## config.mk

```make
export PLATFORM = sky130hd
export DESIGN_NAME = flash_host
export DESIGN_NICKNAME = d
export VERILOG_FILES = /design/src/rtl/flash_host_pkg.sv /design/src/rtl/cycle_timer.sv /design/src/rtl/flash_host.sv
export SDC_FILE = /design/constraint.sdc
export NUM_CORES = 1
export LEC_CHECK = 0
export BUFFER_PORTS_ARGS = -buffer_cell sky130_fd_sc_hd__buf_2
export CAP_MARGIN = 20
export CELL_PAD_IN_SITES_DETAIL_PLACEMENT = 1
export CELL_PAD_IN_SITES_GLOBAL_PLACEMENT = 2
export CORE_MARGIN = 2
export CORE_UTILIZATION = 30
export CTS_BUF_LIST = sky130_fd_sc_hd__clkbuf_2
export DETAILED_ROUTE_END_ITERATION = 12
export HOLD_SLACK_MARGIN = 0.08
export PLACE_DENSITY = 0.93
export REMOVE_ABC_BUFFERS = 1
export SYNTH_ARGS = -nofsm -noshare
export SYNTH_HDL_FRONTEND = slang
export SYNTH_SLANG_ARGS = --single-unit
```

## constraint.sdc

```tcl
create_clock -name CLK_SYS -period 3.3 [get_ports CLK_SYS]
set_clock_uncertainty 0.15 [all_clocks]
set_input_delay 0.66 -clock CLK_SYS [delete_from_list [all_inputs] [get_ports CLK_SYS]]
set_output_delay 0.66 -clock CLK_SYS [all_outputs]
set_load 0.03 [all_outputs]
```

## src/rtl/flash_host_pkg.sv

```systemverilog
`default_nettype none
package flash_host_pkg;
	// flash word address and data widths
	localparam int ADDR_W = 26;
	localparam int DATA_W = 16;
	// sector map: 64 Kword sectors, index above the low sixteen bits
	localparam int SECTOR_OFS_W = 16;
	localparam int SECTOR_COUNT = 1024;
	localparam int SECTOR_W = ADDR_W - SECTOR_OFS_W;
	localparam logic [SECTOR_W-1:0] LAST_SECTOR = SECTOR_W'(SECTOR_COUNT - 1);
	// byte-mode lane layout
	localparam int LSB_LINE = 15;
	localparam logic [DATA_W-1:0] OE_WORD = 16'hFFFF;
	localparam logic [DATA_W-1:0] OE_BYTE_WR = 16'h80FF;
	localparam logic [DATA_W-1:0] OE_BYTE_RD = 16'h8000;
	localparam logic [DATA_W-1:0] OE_NONE = 16'h0000;
	// timing in ns, turned into cycles of CLK_SYS
	localparam int CLK_PERIOD_NS = 40;
	localparam int ACC_TIME_NS = 100;
	localparam int OE_TIME_NS = 25;
	localparam int WE_PULSE_NS = 50;
	localparam int WR_HOLD_NS = 40;
	localparam int CE_GAP_NS = 40;
	localparam int RESET_PULSE_NS = 500;
	localparam int RESET_RECOVER_NS = 1000;
	localparam int SYNC_STAGES = 2;
	localparam int TMR_W = 8;
	localparam int ACC_CYC = (ACC_TIME_NS + CLK_PERIOD_NS - 1) / CLK_PERIOD_NS;
	localparam int OE_CYC = (OE_TIME_NS + CLK_PERIOD_NS - 1) / CLK_PERIOD_NS;
	localparam int MAX_ACC_CYC = (ACC_CYC > OE_CYC) ? ACC_CYC : OE_CYC;
	localparam logic [TMR_W-1:0] READ_WAIT_CYC =
		TMR_W'(MAX_ACC_CYC + SYNC_STAGES);
	localparam logic [TMR_W-1:0] WE_PULSE_CYC =
		TMR_W'((WE_PULSE_NS + CLK_PERIOD_NS - 1) / CLK_PERIOD_NS);
	localparam logic [TMR_W-1:0] WR_HOLD_CYC =
		TMR_W'((WR_HOLD_NS + CLK_PERIOD_NS - 1) / CLK_PERIOD_NS);
	localparam logic [TMR_W-1:0] CE_GAP_CYC =
		TMR_W'((CE_GAP_NS + CLK_PERIOD_NS - 1) / CLK_PERIOD_NS);
	localparam logic [TMR_W-1:0] RESET_PULSE_CYC =
		TMR_W'((RESET_PULSE_NS + CLK_PERIOD_NS - 1) / CLK_PERIOD_NS);
	localparam logic [TMR_W-1:0] RESET_RECOVER_CYC =
		TMR_W'((RESET_RECOVER_NS + CLK_PERIOD_NS - 1) / CLK_PERIOD_NS);
	// controller states
	typedef enum logic [3:0] {
		ST_BOOT,
		ST_RESET_PULSE,
		ST_RESET_WAIT,
		ST_IDLE,
		ST_SETUP,
		ST_READ,
		ST_WR_PULSE,
		ST_WR_HOLD,
		ST_GAP
	} state_t;
endpackage
`default_nettype wire

```

## src/rtl/cycle_timer.sv

```systemverilog
`default_nettype none
module cycle_timer (
	input wire logic clk, // system clock
	input wire logic rst_n, // sync reset, active low
	input wire logic en, // clock enable
	input wire logic load, // load a new count
	input wire logic [flash_host_pkg::TMR_W-1:0] value, // cycles to wait
	output logic expired // count has run out
);
	import flash_host_pkg::*;

	logic [TMR_W-1:0] cnt_r;
	logic [TMR_W-1:0] cnt_nxt;

	// load or count down to zero and stop
	always_comb begin
		cnt_nxt = cnt_r;
		if (load) begin
			cnt_nxt = value;
		end else if (cnt_r != '0) begin
			cnt_nxt = cnt_r - TMR_W'(1);
		end
	end

	// register the count
	always_ff @(posedge clk) begin
		if (!rst_n) begin
			cnt_r <= '0;
		end else if (en) begin
			cnt_r <= cnt_nxt;
		end
	end

	assign expired = (cnt_r == '0);
endmodule
`default_nettype wire

```

## src/rtl/flash_host.sv

```systemverilog
`default_nettype none
// How it works
// - every write not refused by the sector guard puts a command word on the bus; reads are plain array reads with no command.
// - a confused device is brought back by pulling the reset pin low.
// - writes use CE and WE low with OE high; idle is both strobes high.
// - a read holds a valid address with CE and OE low and WE high.
module flash_host (
	input wire logic CLK_SYS, // system clock, 25 MHz
	input wire logic RST_N, // sync reset, active low
	input wire logic CLK_EN, // freezes all state while low
	input wire logic REQ_VALID, // user request present
	input wire logic REQ_WRITE, // 1 write, 0 read
	input wire logic [flash_host_pkg::ADDR_W-1:0] REQ_ADDR, // word address
	input wire logic REQ_BYTE_LSB, // byte select A-1 in byte mode
	input wire logic [flash_host_pkg::DATA_W-1:0] REQ_WDATA, // write data
	input wire logic BYTE_MODE, // 1 selects byte configuration
	input wire logic PROTECT_EN, // guard the outermost sector
	input wire logic FLASH_RESET_REQ, // pulse the device reset pin
	output logic REQ_READY, // request taken when valid and ready with FLASH_RESET_REQ low
	output logic RSP_VALID, // one-cycle answer strobe
	output logic [flash_host_pkg::DATA_W-1:0] RSP_DATA, // read data
	output logic RSP_REFUSED, // request refused, nothing driven
	output logic [flash_host_pkg::ADDR_W-1:0] FLASH_A, // address pins
	input wire logic [flash_host_pkg::DATA_W-1:0] DQ_IN, // data pins in
	output logic [flash_host_pkg::DATA_W-1:0] DQ_OUT, // data pins out
	output logic [flash_host_pkg::DATA_W-1:0] DQ_OE, // data drive enables
	output logic CE_N, // chip enable, active low
	output logic OE_N, // output enable, active low
	output logic WE_N, // write enable, active low
	output logic FLASH_RESET_N, // device reset, active low
	output logic FLASH_BYTE_N, // width select, low for byte mode
	output logic WRITE_PROTECT_ACCEL_N // outermost sector guard, active low
);
	import flash_host_pkg::*;

	state_t state_r, state_nxt;
	logic [ADDR_W-1:0] a_r, a_nxt;
	logic [DATA_W-1:0] dq_out_r, dq_out_nxt;
	logic [DATA_W-1:0] dq_oe_r, dq_oe_nxt;
	logic ce_n_r, ce_n_nxt;
	logic oe_n_r, oe_n_nxt;
	logic we_n_r, we_n_nxt;
	logic rst_pin_n_r, rst_pin_n_nxt;
	logic byte_n_r, byte_n_nxt;
	logic wp_n_r, wp_n_nxt;
	logic ready_r, ready_nxt;
	logic rsp_valid_r, rsp_valid_nxt;
	logic [DATA_W-1:0] rsp_data_r, rsp_data_nxt;
	logic refused_r, refused_nxt;
	logic write_r, write_nxt;
	logic [DATA_W-1:0] dq_s1_r;
	logic [DATA_W-1:0] dq_s2_r;
	logic tmr_load;
	logic [TMR_W-1:0] tmr_val;
	logic tmr_done;
	logic hits_guarded;

	cycle_timer u_timer (
		.clk(CLK_SYS),
		.rst_n(RST_N),
		.en(CLK_EN),
		.load(tmr_load),
		.value(tmr_val),
		.expired(tmr_done)
	);

	// write to the last sector while PROTECT_EN is high, decoded from the input, not the registered guard pin
	assign hits_guarded = REQ_WRITE && PROTECT_EN &&
		(REQ_ADDR[ADDR_W-1:SECTOR_OFS_W] == LAST_SECTOR);

	// data pins from the device pass two flip-flops first
	always_ff @(posedge CLK_SYS) begin
		if (!RST_N) begin
			dq_s1_r <= '0;
			dq_s2_r <= '0;
		end else if (CLK_EN) begin
			dq_s1_r <= DQ_IN;
			dq_s2_r <= dq_s1_r;
		end
	end

	// bus sequencer: next values
	always_comb begin
		state_nxt = state_r;
		a_nxt = a_r;
		dq_out_nxt = dq_out_r;
		dq_oe_nxt = dq_oe_r;
		ce_n_nxt = ce_n_r;
		oe_n_nxt = oe_n_r;
		we_n_nxt = we_n_r;
		rst_pin_n_nxt = rst_pin_n_r;
		byte_n_nxt = byte_n_r;
		wp_n_nxt = wp_n_r;
		ready_nxt = ready_r;
		rsp_valid_nxt = 1'b0;
		rsp_data_nxt = rsp_data_r;
		refused_nxt = refused_r;
		write_nxt = write_r;
		tmr_load = 1'b0;
		tmr_val = '0;
		case (state_r)
			ST_BOOT: begin
				// every start goes through a device reset pulse
				rst_pin_n_nxt = 1'b0;
				tmr_load = 1'b1;
				tmr_val = RESET_PULSE_CYC;
				state_nxt = ST_RESET_PULSE;
			end
			ST_RESET_PULSE: begin
				if (tmr_done) begin
					rst_pin_n_nxt = 1'b1;
					tmr_load = 1'b1;
					tmr_val = RESET_RECOVER_CYC;
					state_nxt = ST_RESET_WAIT;
				end
			end
			ST_RESET_WAIT: begin
				// device is back in array read, no command needed
				if (tmr_done) begin
					ready_nxt = 1'b1;
					state_nxt = ST_IDLE;
				end
			end
			ST_IDLE: begin
				wp_n_nxt = ~PROTECT_EN;
				byte_n_nxt = ~BYTE_MODE;
				if (FLASH_RESET_REQ) begin
					ready_nxt = 1'b0;
					rst_pin_n_nxt = 1'b0;
					tmr_load = 1'b1;
					tmr_val = RESET_PULSE_CYC;
					state_nxt = ST_RESET_PULSE;
				end else if (REQ_VALID && hits_guarded) begin
					rsp_valid_nxt = 1'b1;
					refused_nxt = 1'b1;
				end else if (REQ_VALID) begin
					// address settles while CE is still high
					ready_nxt = 1'b0;
					refused_nxt = 1'b0;
					write_nxt = REQ_WRITE;
					a_nxt = REQ_ADDR;
					if (BYTE_MODE) begin
						dq_out_nxt = {REQ_BYTE_LSB, 7'h00, REQ_WDATA[7:0]};
						dq_oe_nxt = REQ_WRITE ? OE_BYTE_WR : OE_BYTE_RD;
					end else begin
						dq_out_nxt = REQ_WDATA;
						dq_oe_nxt = REQ_WRITE ? OE_WORD : OE_NONE;
					end
					state_nxt = ST_SETUP;
				end
			end
			ST_SETUP: begin
				ce_n_nxt = 1'b0;
				if (write_r) begin
					we_n_nxt = 1'b0;
					oe_n_nxt = 1'b1;
					tmr_load = 1'b1;
					tmr_val = WE_PULSE_CYC;
					state_nxt = ST_WR_PULSE;
				end else begin
					oe_n_nxt = 1'b0;
					we_n_nxt = 1'b1;
					tmr_load = 1'b1;
					tmr_val = READ_WAIT_CYC;
					state_nxt = ST_READ;
				end
			end
			ST_READ: begin
				// wait covers both access times and the synchroniser
				if (tmr_done) begin
					if (!byte_n_r) begin
						rsp_data_nxt = {8'h00, dq_s2_r[7:0]};
					end else begin
						rsp_data_nxt = dq_s2_r;
					end
					rsp_valid_nxt = 1'b1;
					ce_n_nxt = 1'b1;
					oe_n_nxt = 1'b1;
					dq_oe_nxt = OE_NONE;
					tmr_load = 1'b1;
					tmr_val = CE_GAP_CYC;
					state_nxt = ST_GAP;
				end
			end
			ST_WR_PULSE: begin
				// rising WE latches the command word
				if (tmr_done) begin
					we_n_nxt = 1'b1;
					tmr_load = 1'b1;
					tmr_val = WR_HOLD_CYC;
					state_nxt = ST_WR_HOLD;
				end
			end
			ST_WR_HOLD: begin
				if (tmr_done) begin
					ce_n_nxt = 1'b1;
					dq_oe_nxt = OE_NONE;
					rsp_valid_nxt = 1'b1;
					tmr_load = 1'b1;
					tmr_val = CE_GAP_CYC;
					state_nxt = ST_GAP;
				end
			end
			ST_GAP: begin
				// CE high long enough that the next fall latches anew
				if (tmr_done) begin
					ready_nxt = 1'b1;
					state_nxt = ST_IDLE;
				end
			end
			default: begin
				state_nxt = ST_BOOT;
			end
		endcase
	end

	// bus sequencer: registers
	always_ff @(posedge CLK_SYS) begin
		if (!RST_N) begin
			state_r <= ST_BOOT;
			a_r <= '0;
			dq_out_r <= '0;
			dq_oe_r <= OE_NONE;
			ce_n_r <= 1'b1;
			oe_n_r <= 1'b1;
			we_n_r <= 1'b1;
			rst_pin_n_r <= 1'b0;
			byte_n_r <= 1'b1;
			wp_n_r <= 1'b1;
			ready_r <= 1'b0;
			rsp_valid_r <= 1'b0;
			rsp_data_r <= '0;
			refused_r <= 1'b0;
			write_r <= 1'b0;
		end else if (CLK_EN) begin
			state_r <= state_nxt;
			a_r <= a_nxt;
			dq_out_r <= dq_out_nxt;
			dq_oe_r <= dq_oe_nxt;
			ce_n_r <= ce_n_nxt;
			oe_n_r <= oe_n_nxt;
			we_n_r <= we_n_nxt;
			rst_pin_n_r <= rst_pin_n_nxt;
			byte_n_r <= byte_n_nxt;
			wp_n_r <= wp_n_nxt;
			ready_r <= ready_nxt;
			rsp_valid_r <= rsp_valid_nxt;
			rsp_data_r <= rsp_data_nxt;
			refused_r <= refused_nxt;
			write_r <= write_nxt;
		end
	end

	// outputs straight from flip-flops
	assign REQ_READY = ready_r;
	assign RSP_VALID = rsp_valid_r;
	assign RSP_DATA = rsp_data_r;
	assign RSP_REFUSED = refused_r;
	assign FLASH_A = a_r;
	assign DQ_OUT = dq_out_r;
	assign DQ_OE = dq_oe_r;
	assign CE_N = ce_n_r;
	assign OE_N = oe_n_r;
	assign WE_N = we_n_r;
	assign FLASH_RESET_N = rst_pin_n_r;
	assign FLASH_BYTE_N = byte_n_r;
	assign WRITE_PROTECT_ACCEL_N = wp_n_r;
endmodule
`default_nettype wire

```

==> results.ini, run 1 <==
[layout]
ff_latch_area_sq_um = 2300
layout_common_cells = buf_2 (149), dfxtp_1 (115), nand2_1 (113)
stdcell_count = 978
nets = 819
mostFrequentLayoutCell = buf_2
area_delta_synth_final_pct = 36.9
nFillCells = 1885
final_area_sq_um = 6490
drive_gt1_share_pct = 25.9
multi_input_area_sq_um = 2130

[setup_path]
max_stage_delay_ns = 0.54
startpoint_type = flip-flop
crit_type = flip-flop to flip-flop
cp_slowest_cell = or4_1
path_cells = inv_1 > ha_1 > or4b_4 > nor2_1 > o21bai_1 > or4_1 > o211a_1
worstPathArrival_ns = 3.19
r2r-end = state_r[1]$_SDFFE_PN0P_
timing.rr.start = u_timer.cnt_r[0]$_SDFFE_PN0P_
r2r_cells = 7
cp.required_ns = 3.72
critPathCaptureType = flip-flop
crit_fanout = 8
r2r_setup_slack_ns = 0.53

[logic_synthesis]
synth_mux_area_share_pct = 7.39
yosysUniqueCellTypes = 51
synthFlopType = dfxtp_1
synth_top_family_by_area = simple AND/OR/NAND/NOR gates
ys_async_sr_fraction_pct = 0
synth-compound-area-share_pct = 14.1
syn_area_sq_um = 4740
yosysWarningCount = 0
synth_simple_gate_area_share_pct = 22.3
synth-xor-area-share_pct = 0.924
synth_seq_cells = 115
yosys.area_share.adder_pct = 0.264
synth_edf_count = 0
ys_seq_area_share_pct = 48.6
synthCells = 563
syn-mean-instance-area_sq_um = 8.42

[timing]
tightest_slew_ns = 0.649
finalHoldViolations = 0
slew_headroom_pct = 56.3
drv_slew = 0
rsz0062_at_grt = false
fmax_mhz = 361
fin_crit_sh_pct = 84.0
setup_tns_ns = 0
final-setup-viol-count = 0
fin_crit_ns = 2.77

[placement]
place_inst = 882
dpl_cell_area_sq_um = 5570
port_buffers = 149
gp_congestion = 0.824
hpwlAfterDp_um = 10300

[clocking]
cts-htree-levels = 4
cts_buffers = 17
cts_resized = 0
clock-sinks = 115
clock_latency_ns = 0.65
clock_path_buffers = 2
clk_pin_slew_ns = 0.18
cts-root-buf = clkbuf_2
cts_tree = done

[floorplan]
die_w_um = 130
io_pins = 150
coreArea_sq_um = 15300
die_y_um = 130
num_rows = 45
initial_core_util_pct = 30.9
die_area_sq_um = 16800

[drt]
vias_per_cell = 4.94
wl_um = 16200
drtIter0Drc = 239
routedWlPerCell_um = 16.6
drtPass1Iterations = 4
dr_total_vias = 4834
drc_errors = 0
ant_nets = 0

[grt]
grt_use_met2_pct = 33.9
grt_antenna_before_repair = 3
grt_overflow = 0
top_usage_layer = met2
grt_use_met3_pct = 4.83
grt_start_max_net_pins = 68
grt_use_met1_pct = 21.0
grt_usage_pct = 19.3
grt_pass1_vias = 5142
grt_pass1_wl_um = 25400

[status]
status = finished clean

[power]
vdd_ir_drop_max_mv = 0.306
p_leak_uw = 0.00276
p_per_area_nw_per_um2 = 479

[min_path]
hold_path_depth = 2
worstHoldEndpoint = WE_N$_SDFFE_PN1P_
hp-start = RST_N
hold_class = input port to flip-flop

[job]
cap_violations = 0

-- critical path, delay by kind of cell, from the launching register on --
family                     cells  cell delay [ns]
buffers and inverters          1             0.10
and+or+nand+nor                3             1.39
DFF                            1             0.39
adders and majority gates      1             0.27
AOI/OAI and AO/OA              2             0.40
-- flip-flops by register name (all words and copies together) (netlist names), 3 cells and up --
register,flops
dq_s2_r,16
dq_s1_r,16
state_r,4
DQ_OE,3
u_timer.cnt_r,8
RSP_DATA,16
FLASH_A,26
DQ_OUT,16
-- cells by family (layout without fill, tap and decap cells) --
| family | Yosys count | in the layout |
|---|---|---|
| simple gates | 232 | 232 |
| compound gates | 115 | 115 |
| flops | 115 | 115 |
| buf+inv | 60 | 261 |
| mux | 35 | 35 |
| xor+xnor | 5 | 5 |
| fa+ha+maj | 1 | 1 |
| other cells | 0 | 3 |
-- power by group --
group          switching, uW  internal [uW]  total (uW)  leakage (uW)
clock                    568            566        1130      0.000164
sequential              39.8           1440        1480      0.000933
combinational            286            213         500       0.00166
total                    894           2220        3110       0.00276
-- worst max-delay path by stage --
stage	start	endpoint	slack, ns	cells past startpoint
after detailed placement	u_timer.cnt_r[0]$_SDFFE_PN0P_	state_r[1]$_SDFFE_PN0P_	0.56	7
after CTS	u_timer.cnt_r[0]$_SDFFE_PN0P_	state_r[1]$_SDFFE_PN0P_	0.54	7
after floorplan	state_r[1]$_SDFFE_PN0P_	DQ_OUT[0]$_SDFFE_PN0P_	0.63	5
final	u_timer.cnt_r[0]$_SDFFE_PN0P_	state_r[1]$_SDFFE_PN0P_	0.53	7
after global routing	u_timer.cnt_r[0]$_SDFFE_PN0P_	DQ_OE[15]$_SDFFE_PN0P_	0.33	7
after global placement	u_timer.cnt_r[0]$_SDFFE_PN0P_	state_r[1]$_SDFFE_PN0P_	0.68	7
-- metal layers --
layer	vias to the layer above	share of wire (%)
li1	2310	-
met1	2317	40
met2	154	52
met3	53	4.3
met4	0	4.5
met5	-	0
-- area by class of cell --
cell class	count	area share, %
Antenna cell	3	0.116
Clock buffer	17	1.31
Clock inverter	15	3.28
Inverter	8	0.463
Multi-Input combinational cell	388	32.9
Sequential cell	115	35.5
Tap cell	211	4.07
Timing Repair Buffer	221	22.4
-- synthesized netlist by cell type, types with 4 or more instances --
cell type	instances	area share [%]
dfxtp_1	115	49
nand2_1	113	9.0
a21oi_1	73	7.7
nor2_1	46	3.6
mux2i_1	35	7.4
clkbuf_1	27	2.1
nand3_1	17	1.8
buf_4	13	2.1
nor3_1	13	1.4
o21ai_0	11	1.2
nand3b_1	9	1.4
inv_1	7	0.55
nand4_1	6	0.79
or3_1	6	0.79
a211oi_1	5	0.79
buf_1	5	0.40
nand2b_1	5	0.66
buf_2	4	0.42
o211ai_1	4	0.63
-- what timing repair did --
action	CTS	global route
hold buffers	61	0
endpoints found under the hold margin	60	0
setup buffers	0	0
-- through the flow --
stage / utilization [%] / worst slack, ns / total power (uW) / hold slack, ns
2_1_floorplan: - / 0.634 / 1770 / 0.281
3_3_place_gp: 36.4 / 0.677 / 1920 / 0.285
3_5_place_dp: 36.4 / 0.556 / 1940 / 0.293
4_1_cts: 42.3 / 0.540 / 3140 / 0.0855
5_1_grt: 42.4 / 0.335 / 3270 / 0.117
6_report: 42.4 / 0.529 / 3110 / 0.205
Power figures use the tool's default switching activity.
==> run 2, diff against run 1 <==
--- a/config.mk
+++ b/config.mk
@@ -10,11 +10,11 @@
 export CELL_PAD_IN_SITES_DETAIL_PLACEMENT = 1
 export CELL_PAD_IN_SITES_GLOBAL_PLACEMENT = 2
 export CORE_MARGIN = 2
-export CORE_UTILIZATION = 30
+export CORE_UTILIZATION = 27
 export CTS_BUF_LIST = sky130_fd_sc_hd__clkbuf_2
 export DETAILED_ROUTE_END_ITERATION = 12
 export HOLD_SLACK_MARGIN = 0.08
-export PLACE_DENSITY = 0.93
+export PLACE_DENSITY = 0.89
 export REMOVE_ABC_BUFFERS = 1
 export SYNTH_ARGS = -nofsm -noshare
 export SYNTH_HDL_FRONTEND = slang
==> constraint.sdc (replaced) <==
create_clock -name CLK_SYS -period 2.5 [get_ports CLK_SYS]
set_clock_uncertainty 0.15 [all_clocks]
set_input_delay 0.5 -clock CLK_SYS [delete_from_list [all_inputs] [get_ports CLK_SYS]]
set_output_delay 0.5 -clock CLK_SYS [all_outputs]
set_load 0.03 [all_outputs]
==> run 2 against run 1 <==
Effect of this change: global-route usage shrank 3.1 points; final cell count grew 3.4%; via count shrank 2.6%; routed wire length shrank 8.2%; non-clock buffer count grew 23; clock power is essentially flat; largest power group unchanged; power grew 22%; critical path type unchanged; register-to-register slack lost 0.43 ns; critical path depth is the same.
==> results.ini, run 2 (synthesized netlist as in run 1, its figures left out) <==
[status]
status = finished clean

[setup_path]
crit_type = flip-flop to flip-flop
timing.rr.start = u_timer.cnt_r[0]$_SDFFE_PN0P_
crit_fanout = 6
r2r_cells = 7
worstPathArrival_ns = 2.83
cp.required_ns = 2.93
startpoint_type = flip-flop
critPathCaptureType = flip-flop
setup.worst_path.start = u_timer.cnt_r[0]$_SDFFE_PN0P_

[layout]
layout_common_cells = buf_2 (149), dfxtp_1 (113), nand2_1 (113)
nFillCells = 2092
drive_gt1_share_pct = 27.6
antenna_cells = 0
largest_register_ffs = 26
mostFrequentLayoutCell = buf_2
nets = 842
final_area_sq_um = 6640
ff_latch_area_sq_um = 2300
multi_input_area_sq_um = 2140
area_delta_synth_final_pct = 40.2
stdcell_count = 1011

[floorplan]
die_w_um = 136
coreArea_sq_um = 17200
io_pins = 150
die_y_um = 136
die_area_sq_um = 18600
initial_core_util_pct = 27.5
num_rows = 48

[power]
power_uw = 3790
vdd_ir_drop_max_mv = 0.341
p_per_area_nw_per_um2 = 571
p_leak_uw = 0.00285

[grt]
grt_start_max_net_pins = 41
grt_pass1_vias = 4715
grt_antenna_before_repair = 0
grt_usage_pct = 16.2
grt_overflow = 0
grt_pass1_wl_um = 23700

[placement]
place_inst = 912
hpwlAfterDp_um = 9790
port_buffers = 149
dpl_cell_area_sq_um = 5750
gp_congestion = 0.818

[clocking]
cts-root-buf = clkbuf_2
cts_buffers = 17
clock_path_buffers = 2
clk_pin_slew_ns = 0.18
clock-sinks = 115
cts-htree-levels = 4
clock_latency_ns = 0.67
cts_tree = done

[drt]
vias_per_cell = 4.66
drtIter0Drc = 189
drtPass1Iterations = 5
routedWlPerCell_um = 14.7
drc_errors = 0
ant_nets = 0
wl_um = 14900
dr_total_vias = 4710

[timing]
whs_ns = 0.195
fin_crit_sh_pct = 95.9
finalHoldViolations = 0
final-setup-viol-count = 0
slew_headroom_pct = 69.6
tightest_slew_ns = 0.456
fin_crit_ns = 2.40
rsz0062_at_grt = false
fmax_mhz = 417
drv_slew = 0

[min_path]
hp-start = REQ_VALID
hold_class = input port to flip-flop
hold_path_depth = 5

[job]
cap_violations = 0

[run 2: final cells by class]
type,count,area share (%)
Clock buffer,19,1.43
Clock inverter,12,1.75
Tap cell,225,4.24
Inverter,8,0.471
Timing Repair Buffer,244,25.3
Sequential cell,115,34.7
Multi-Input combinational cell,388,32.2
[run 2: timing repair]
action | CTS | global route
buffers inserted | 0 | 1
setup endpoints to repair | 2 | 16
pin swaps | 0 | 1
hold buffers | 66 | 0
resized for setup | 1 | 5
cloned | 0 | 1
endpoints found under the hold margin | 73 | 0
[run 2: layer usage]
layer / global-route usage [%] / share of wire (%) / routed length, um
met2: 27.6 / 50 / 7450
met1: 19.8 / 44 / 6590
met5: 0 / 0 / 0
met3: 4.33 / 4.4 / 657
met4: 5.44 / 1.2 / 184
[run 2: power by group]
part / switching (uW) / internal [uW]
Combinational: 375 / 319
Clock: 700 / 445
Sequential: 56.7 / 1900
[run 2: worst max-delay path: stages (launching register included)]
cell and delay [ns]:
dfxtp_2 0.38, inv_1 0.09, ha_1 0.16, or4b_4 0.50, nor2_1 0.20, o21bai_1 0.18
or4_1 0.53, o211a_1 0.14
[run 2: path summary, 6_finish.rpt]
check | end | slack (ns)
hold reg to reg | DQ_OUT[13]$_SDFFE_PN0P_ | 0.31
setup reg to reg | state_r[1]$_SDFFE_PN0P_ | 0.10
setup / recovery | state_r[1]$_SDFFE_PN0P_ | 0.10
hold / removal | REQ_READY$_SDFFE_PN0P_ | 0.19
[run 2: metrics by stage]
| stage | setup WS [ns] | utilization [%] | setup TNS, ns |
|---|---|---|---|
| detailed placement | 0.0293 | 33.3 | 0 |
| floorplan | -0.166 | - | -7.07 |
| CTS | 0.0335 | 38.4 | 0 |
| finish | 0.103 | 38.5 | 0 |
| global placement | 0.108 | 33.3 | 0 |
| global route | 0.00544 | 38.5 | 0 |
==> run 3, diff against run 2 <==
--- a/config.mk
+++ b/config.mk
@@ -11,11 +11,13 @@
 export CELL_PAD_IN_SITES_GLOBAL_PLACEMENT = 2
 export CORE_MARGIN = 2
 export CORE_UTILIZATION = 27
-export CTS_BUF_LIST = sky130_fd_sc_hd__clkbuf_2
+export CTS_BUF_LIST = sky130_fd_sc_hd__clkbuf_16
 export DETAILED_ROUTE_END_ITERATION = 12
 export HOLD_SLACK_MARGIN = 0.08
-export PLACE_DENSITY = 0.89
+export MAX_ROUTING_LAYER = met4
+export PLACE_DENSITY = 0.88
 export REMOVE_ABC_BUFFERS = 1
 export SYNTH_ARGS = -nofsm -noshare
 export SYNTH_HDL_FRONTEND = slang
+export SYNTH_HIERARCHICAL = 1
 export SYNTH_SLANG_ARGS = --single-unit
==> run 3 against run 2 <==
Effect of this change: the run now ends with setup timing left; clock power grew 120%; via count grew 2.4%; combinational power grew to 2.9 times the previous value; critical path depth grew 4; maximum frequency shrank 9.3%; first-iteration DRC count shrank 39%; register-to-register slack lost 0.25 ns; clock-buffer cell count shrank 2; critical endpoint is now u_timer/cnt_r[0]$_SDFFE_PN0P_; highest routed layer unchanged.
==> results.ini, run 3 <==
[timing]
fin_crit_ns = 2.64
worst_slack_ns = -0.144
finalHoldViolations = 0
setup_tns_ns = -0.762
tightest_slew_ns = 0.510
fmax_mhz = 378
drv_slew = 0
fin_crit_sh_pct = 106
slew_headroom_pct = 66.0
rsz0062_at_grt = true
final-setup-viol-count = 8

[min_path]
hp-start = DQ_IN[4]
hold_class = input port to flip-flop
worstHoldEndpoint = dq_s1_r[4]$_SDFFE_PN0P_
hold_path_depth = 3

[grt]
grt_use_met1_pct = 21.6
grt_overflow = 0
grt_use_met3_pct = 6.06
grt_pass1_vias = 4893
grt_usage_pct = 17.0
grt_start_max_net_pins = 77
grt_pass1_wl_um = 25600
top_usage_layer = met2
grt_use_met2_pct = 25.2
grt_antenna_before_repair = 0

[setup_path]
crit_fanout = 4
path_buf_inv = 3
r2r-end = u_timer/cnt_r[0]$_SDFFE_PN0P_
max_stage_delay_ns = 0.49
r2r_setup_slack_ns = -0.14
worstPathArrival_ns = 2.82
critPathCaptureType = flip-flop
path_cells = inv_2 > ha_4 > or4b_4 > nor3_4 > buf_4 > nand2_2 > a31oi_1 > buf_4 > o41ai_4 > or3_1 > a31oi_1
setup.worst_path.start = u_timer/cnt_r[1]$_SDFFE_PN0P_
critical_path.top_delay_family = simple AND/OR/NAND/NOR gates
cp_slowest_cell = or4b_4
r2r_cells = 11
timing.rr.start = u_timer/cnt_r[1]$_SDFFE_PN0P_
crit_type = flip-flop to flip-flop
startpoint_type = flip-flop
cp.required_ns = 2.68

[floorplan]
num_rows = 49
coreArea_sq_um = 18000
io_pins = 150
die_y_um = 140
die_area_sq_um = 19500
initial_core_util_pct = 27.6
die_w_um = 140

[clocking]
cts_hold_buf = 0
cts-root-buf = clkbuf_16
cts_tree = done
clock-sinks = 115
cts-htree-levels = 4
clock_path_buffers = 2
clock_latency_ns = 0.41
clk_pin_slew_ns = 0.05
cts_buffers = 17

[logic_synthesis]
syn-mean-instance-area_sq_um = 8.54
yosysWarningCount = 6
synthCells = 583
synth.area.top_cells = dfxtp_1 (46%), mux2i_1 (7.4%), a21oi_1 (7.3%)
ys_async_sr_fraction_pct = 0
ys_seq_area_share_pct = 46.2
synth_top_area_cell = dfxtp_1
synth.most_common_cell = dfxtp_1
synthFlopType = dfxtp_1
synth_edf_count = 0
synth_common_cells = dfxtp_1 (115), a21oi_1 (73), nand3_1 (49)
synth_seq_cells = 115
yosysUniqueCellTypes = 60
syn_area_sq_um = 4980
synth_top_area_share_pct = 46.2

[layout]
largest_register_ffs = 26
nets = 802
mostFrequentLayoutCell = buf_2
layout_common_cells = buf_2 (149), dfxtp_1 (114), a21oi_1 (73)
nFillCells = 2160
area_delta_synth_final_pct = 35.6
finish.utilization_pct = 37.4
final_area_sq_um = 6750
antenna_cells = 0
drive_gt1_share_pct = 31.9
stdcell_count = 976

[placement]
place_inst = 937
hpwlAfterDp_um = 10700
dpl_cell_area_sq_um = 6060
port_buffers = 149
gp_congestion = 0.863

[drt]
drtIter0Drc = 116
wl_um = 16000
ant_nets = 0
dr_total_vias = 4821
vias_per_cell = 4.94
routedWlPerCell_um = 16.4
drtPass1Iterations = 6
drc_errors = 0

[power]
vdd_ir_drop_max_mv = 0.465
p_per_area_nw_per_um2 = 982
power_uw = 6630
p_leak_uw = 0.00292

[status]
violations = setup timing
status = complete, but fails checks

[job]
cap_violations = 0

-- run 3: cell types whose count changed in the layout (fill, tap and decap cells not counted), moves of 4 or more --
cell | before | now
nand2_1 | 113 | 43
nand4b_1 | 1 | 10
dlygate4sd3_1 | 66 | 0
nor2_1 | 46 | 42
o21ai_0 | 11 | 37
nor3_1 | 13 | 4
nand3b_1 | 9 | 2
o21ai_1 | 0 | 15
clkbuf_2 | 19 | 0
nand3_1 | 17 | 49
buf_4 | 24 | 40
nand2b_1 | 5 | 1
clkbuf_16 | 0 | 17
inv_2 | 0 | 4
-- run 3: kinds of logic after synthesis --
family	share of synthesized area [%]
simple gates	19.4
xor+xnor	0.352
flops	46.2
fa+ha+maj	0.251
buf+inv	7.19
other cells	0.0753
mux	7.44
compound gates	19.0
-- run 3: how the worst max path moves through the flow --
stage | to | slack [ns] | cells after the start
after floorplan | u_timer/cnt_r[3]$_SDFFE_PN0P_ | -1.52 | 10
after CTS | u_timer/cnt_r[0]$_SDFFE_PN0P_ | -0.04 | 11
final | u_timer/cnt_r[0]$_SDFFE_PN0P_ | -0.14 | 11
after global placement | u_timer/cnt_r[6]$_SDFFE_PN0P_ | -0.21 | 11
after detailed placement | u_timer/cnt_r[6]$_SDFFE_PN0P_ | -0.33 | 11
after global routing | u_timer/cnt_r[0]$_SDFFE_PN0P_ | -0.29 | 11
-- run 3: what timing repair did --
action                     4_1_cts  5_1_grt
setup endpoints to repair       17       13
hold endpoints to repair         0        0
resized for setup               12        1
setup buffers                    5        2
pin swaps                        8        4
-- run 3: where the power goes --
part | internal, uW | switching, uW
Clock | 1640 | 851
Combinational | 962 | 1080
Sequential | 1960 | 138
-- run 3: worst reg2reg max path, cell delays in order (launching register included) --
cell,delay [ns]
dfxtp_1,0.32
inv_2,0.07
ha_4,0.13
or4b_4,0.49
nor3_4,0.22
buf_4,0.17
nand2_2,0.06
a31oi_1,0.18
buf_4,0.17
o41ai_4,0.08
or3_1,0.40
a31oi_1,0.13
-- run 3: per-stage QoR --
step,hold WS (ns),setup slack [ns]
after floorplan,0.281,-1.52
after global placement,0.287,-0.211
after detailed placement,0.293,-0.333
after CTS,0.160,-0.0403
after global routing,0.180,-0.287
final,0.179,-0.144
-- run 3: cell type report --
| class | count | area, sq um | area share, % |
|---|---|---|---|
| inverter | 9 | 33.8 | 0.500 |
| clock inverter | 15 | 174 | 2.58 |
| multi-input combinational | 396 | 2370 | 35.1 |
| sequential | 115 | 2300 | 34.1 |
| tap | 229 | 287 | 4.24 |
| timing repair buffer | 195 | 1160 | 17.1 |
| clock buffer | 17 | 425 | 6.30 |
-- run 3: layer usage --
metal / up-vias / part of all wire [%] / wire length, um
met2: 142 / 45 / 7210
li1: 2365 / - / -
met4: 0 / 1.5 / 247
met3: 16 / 6.3 / 1020
met5: - / 0 / 0
met1: 2298 / 47 / 7530
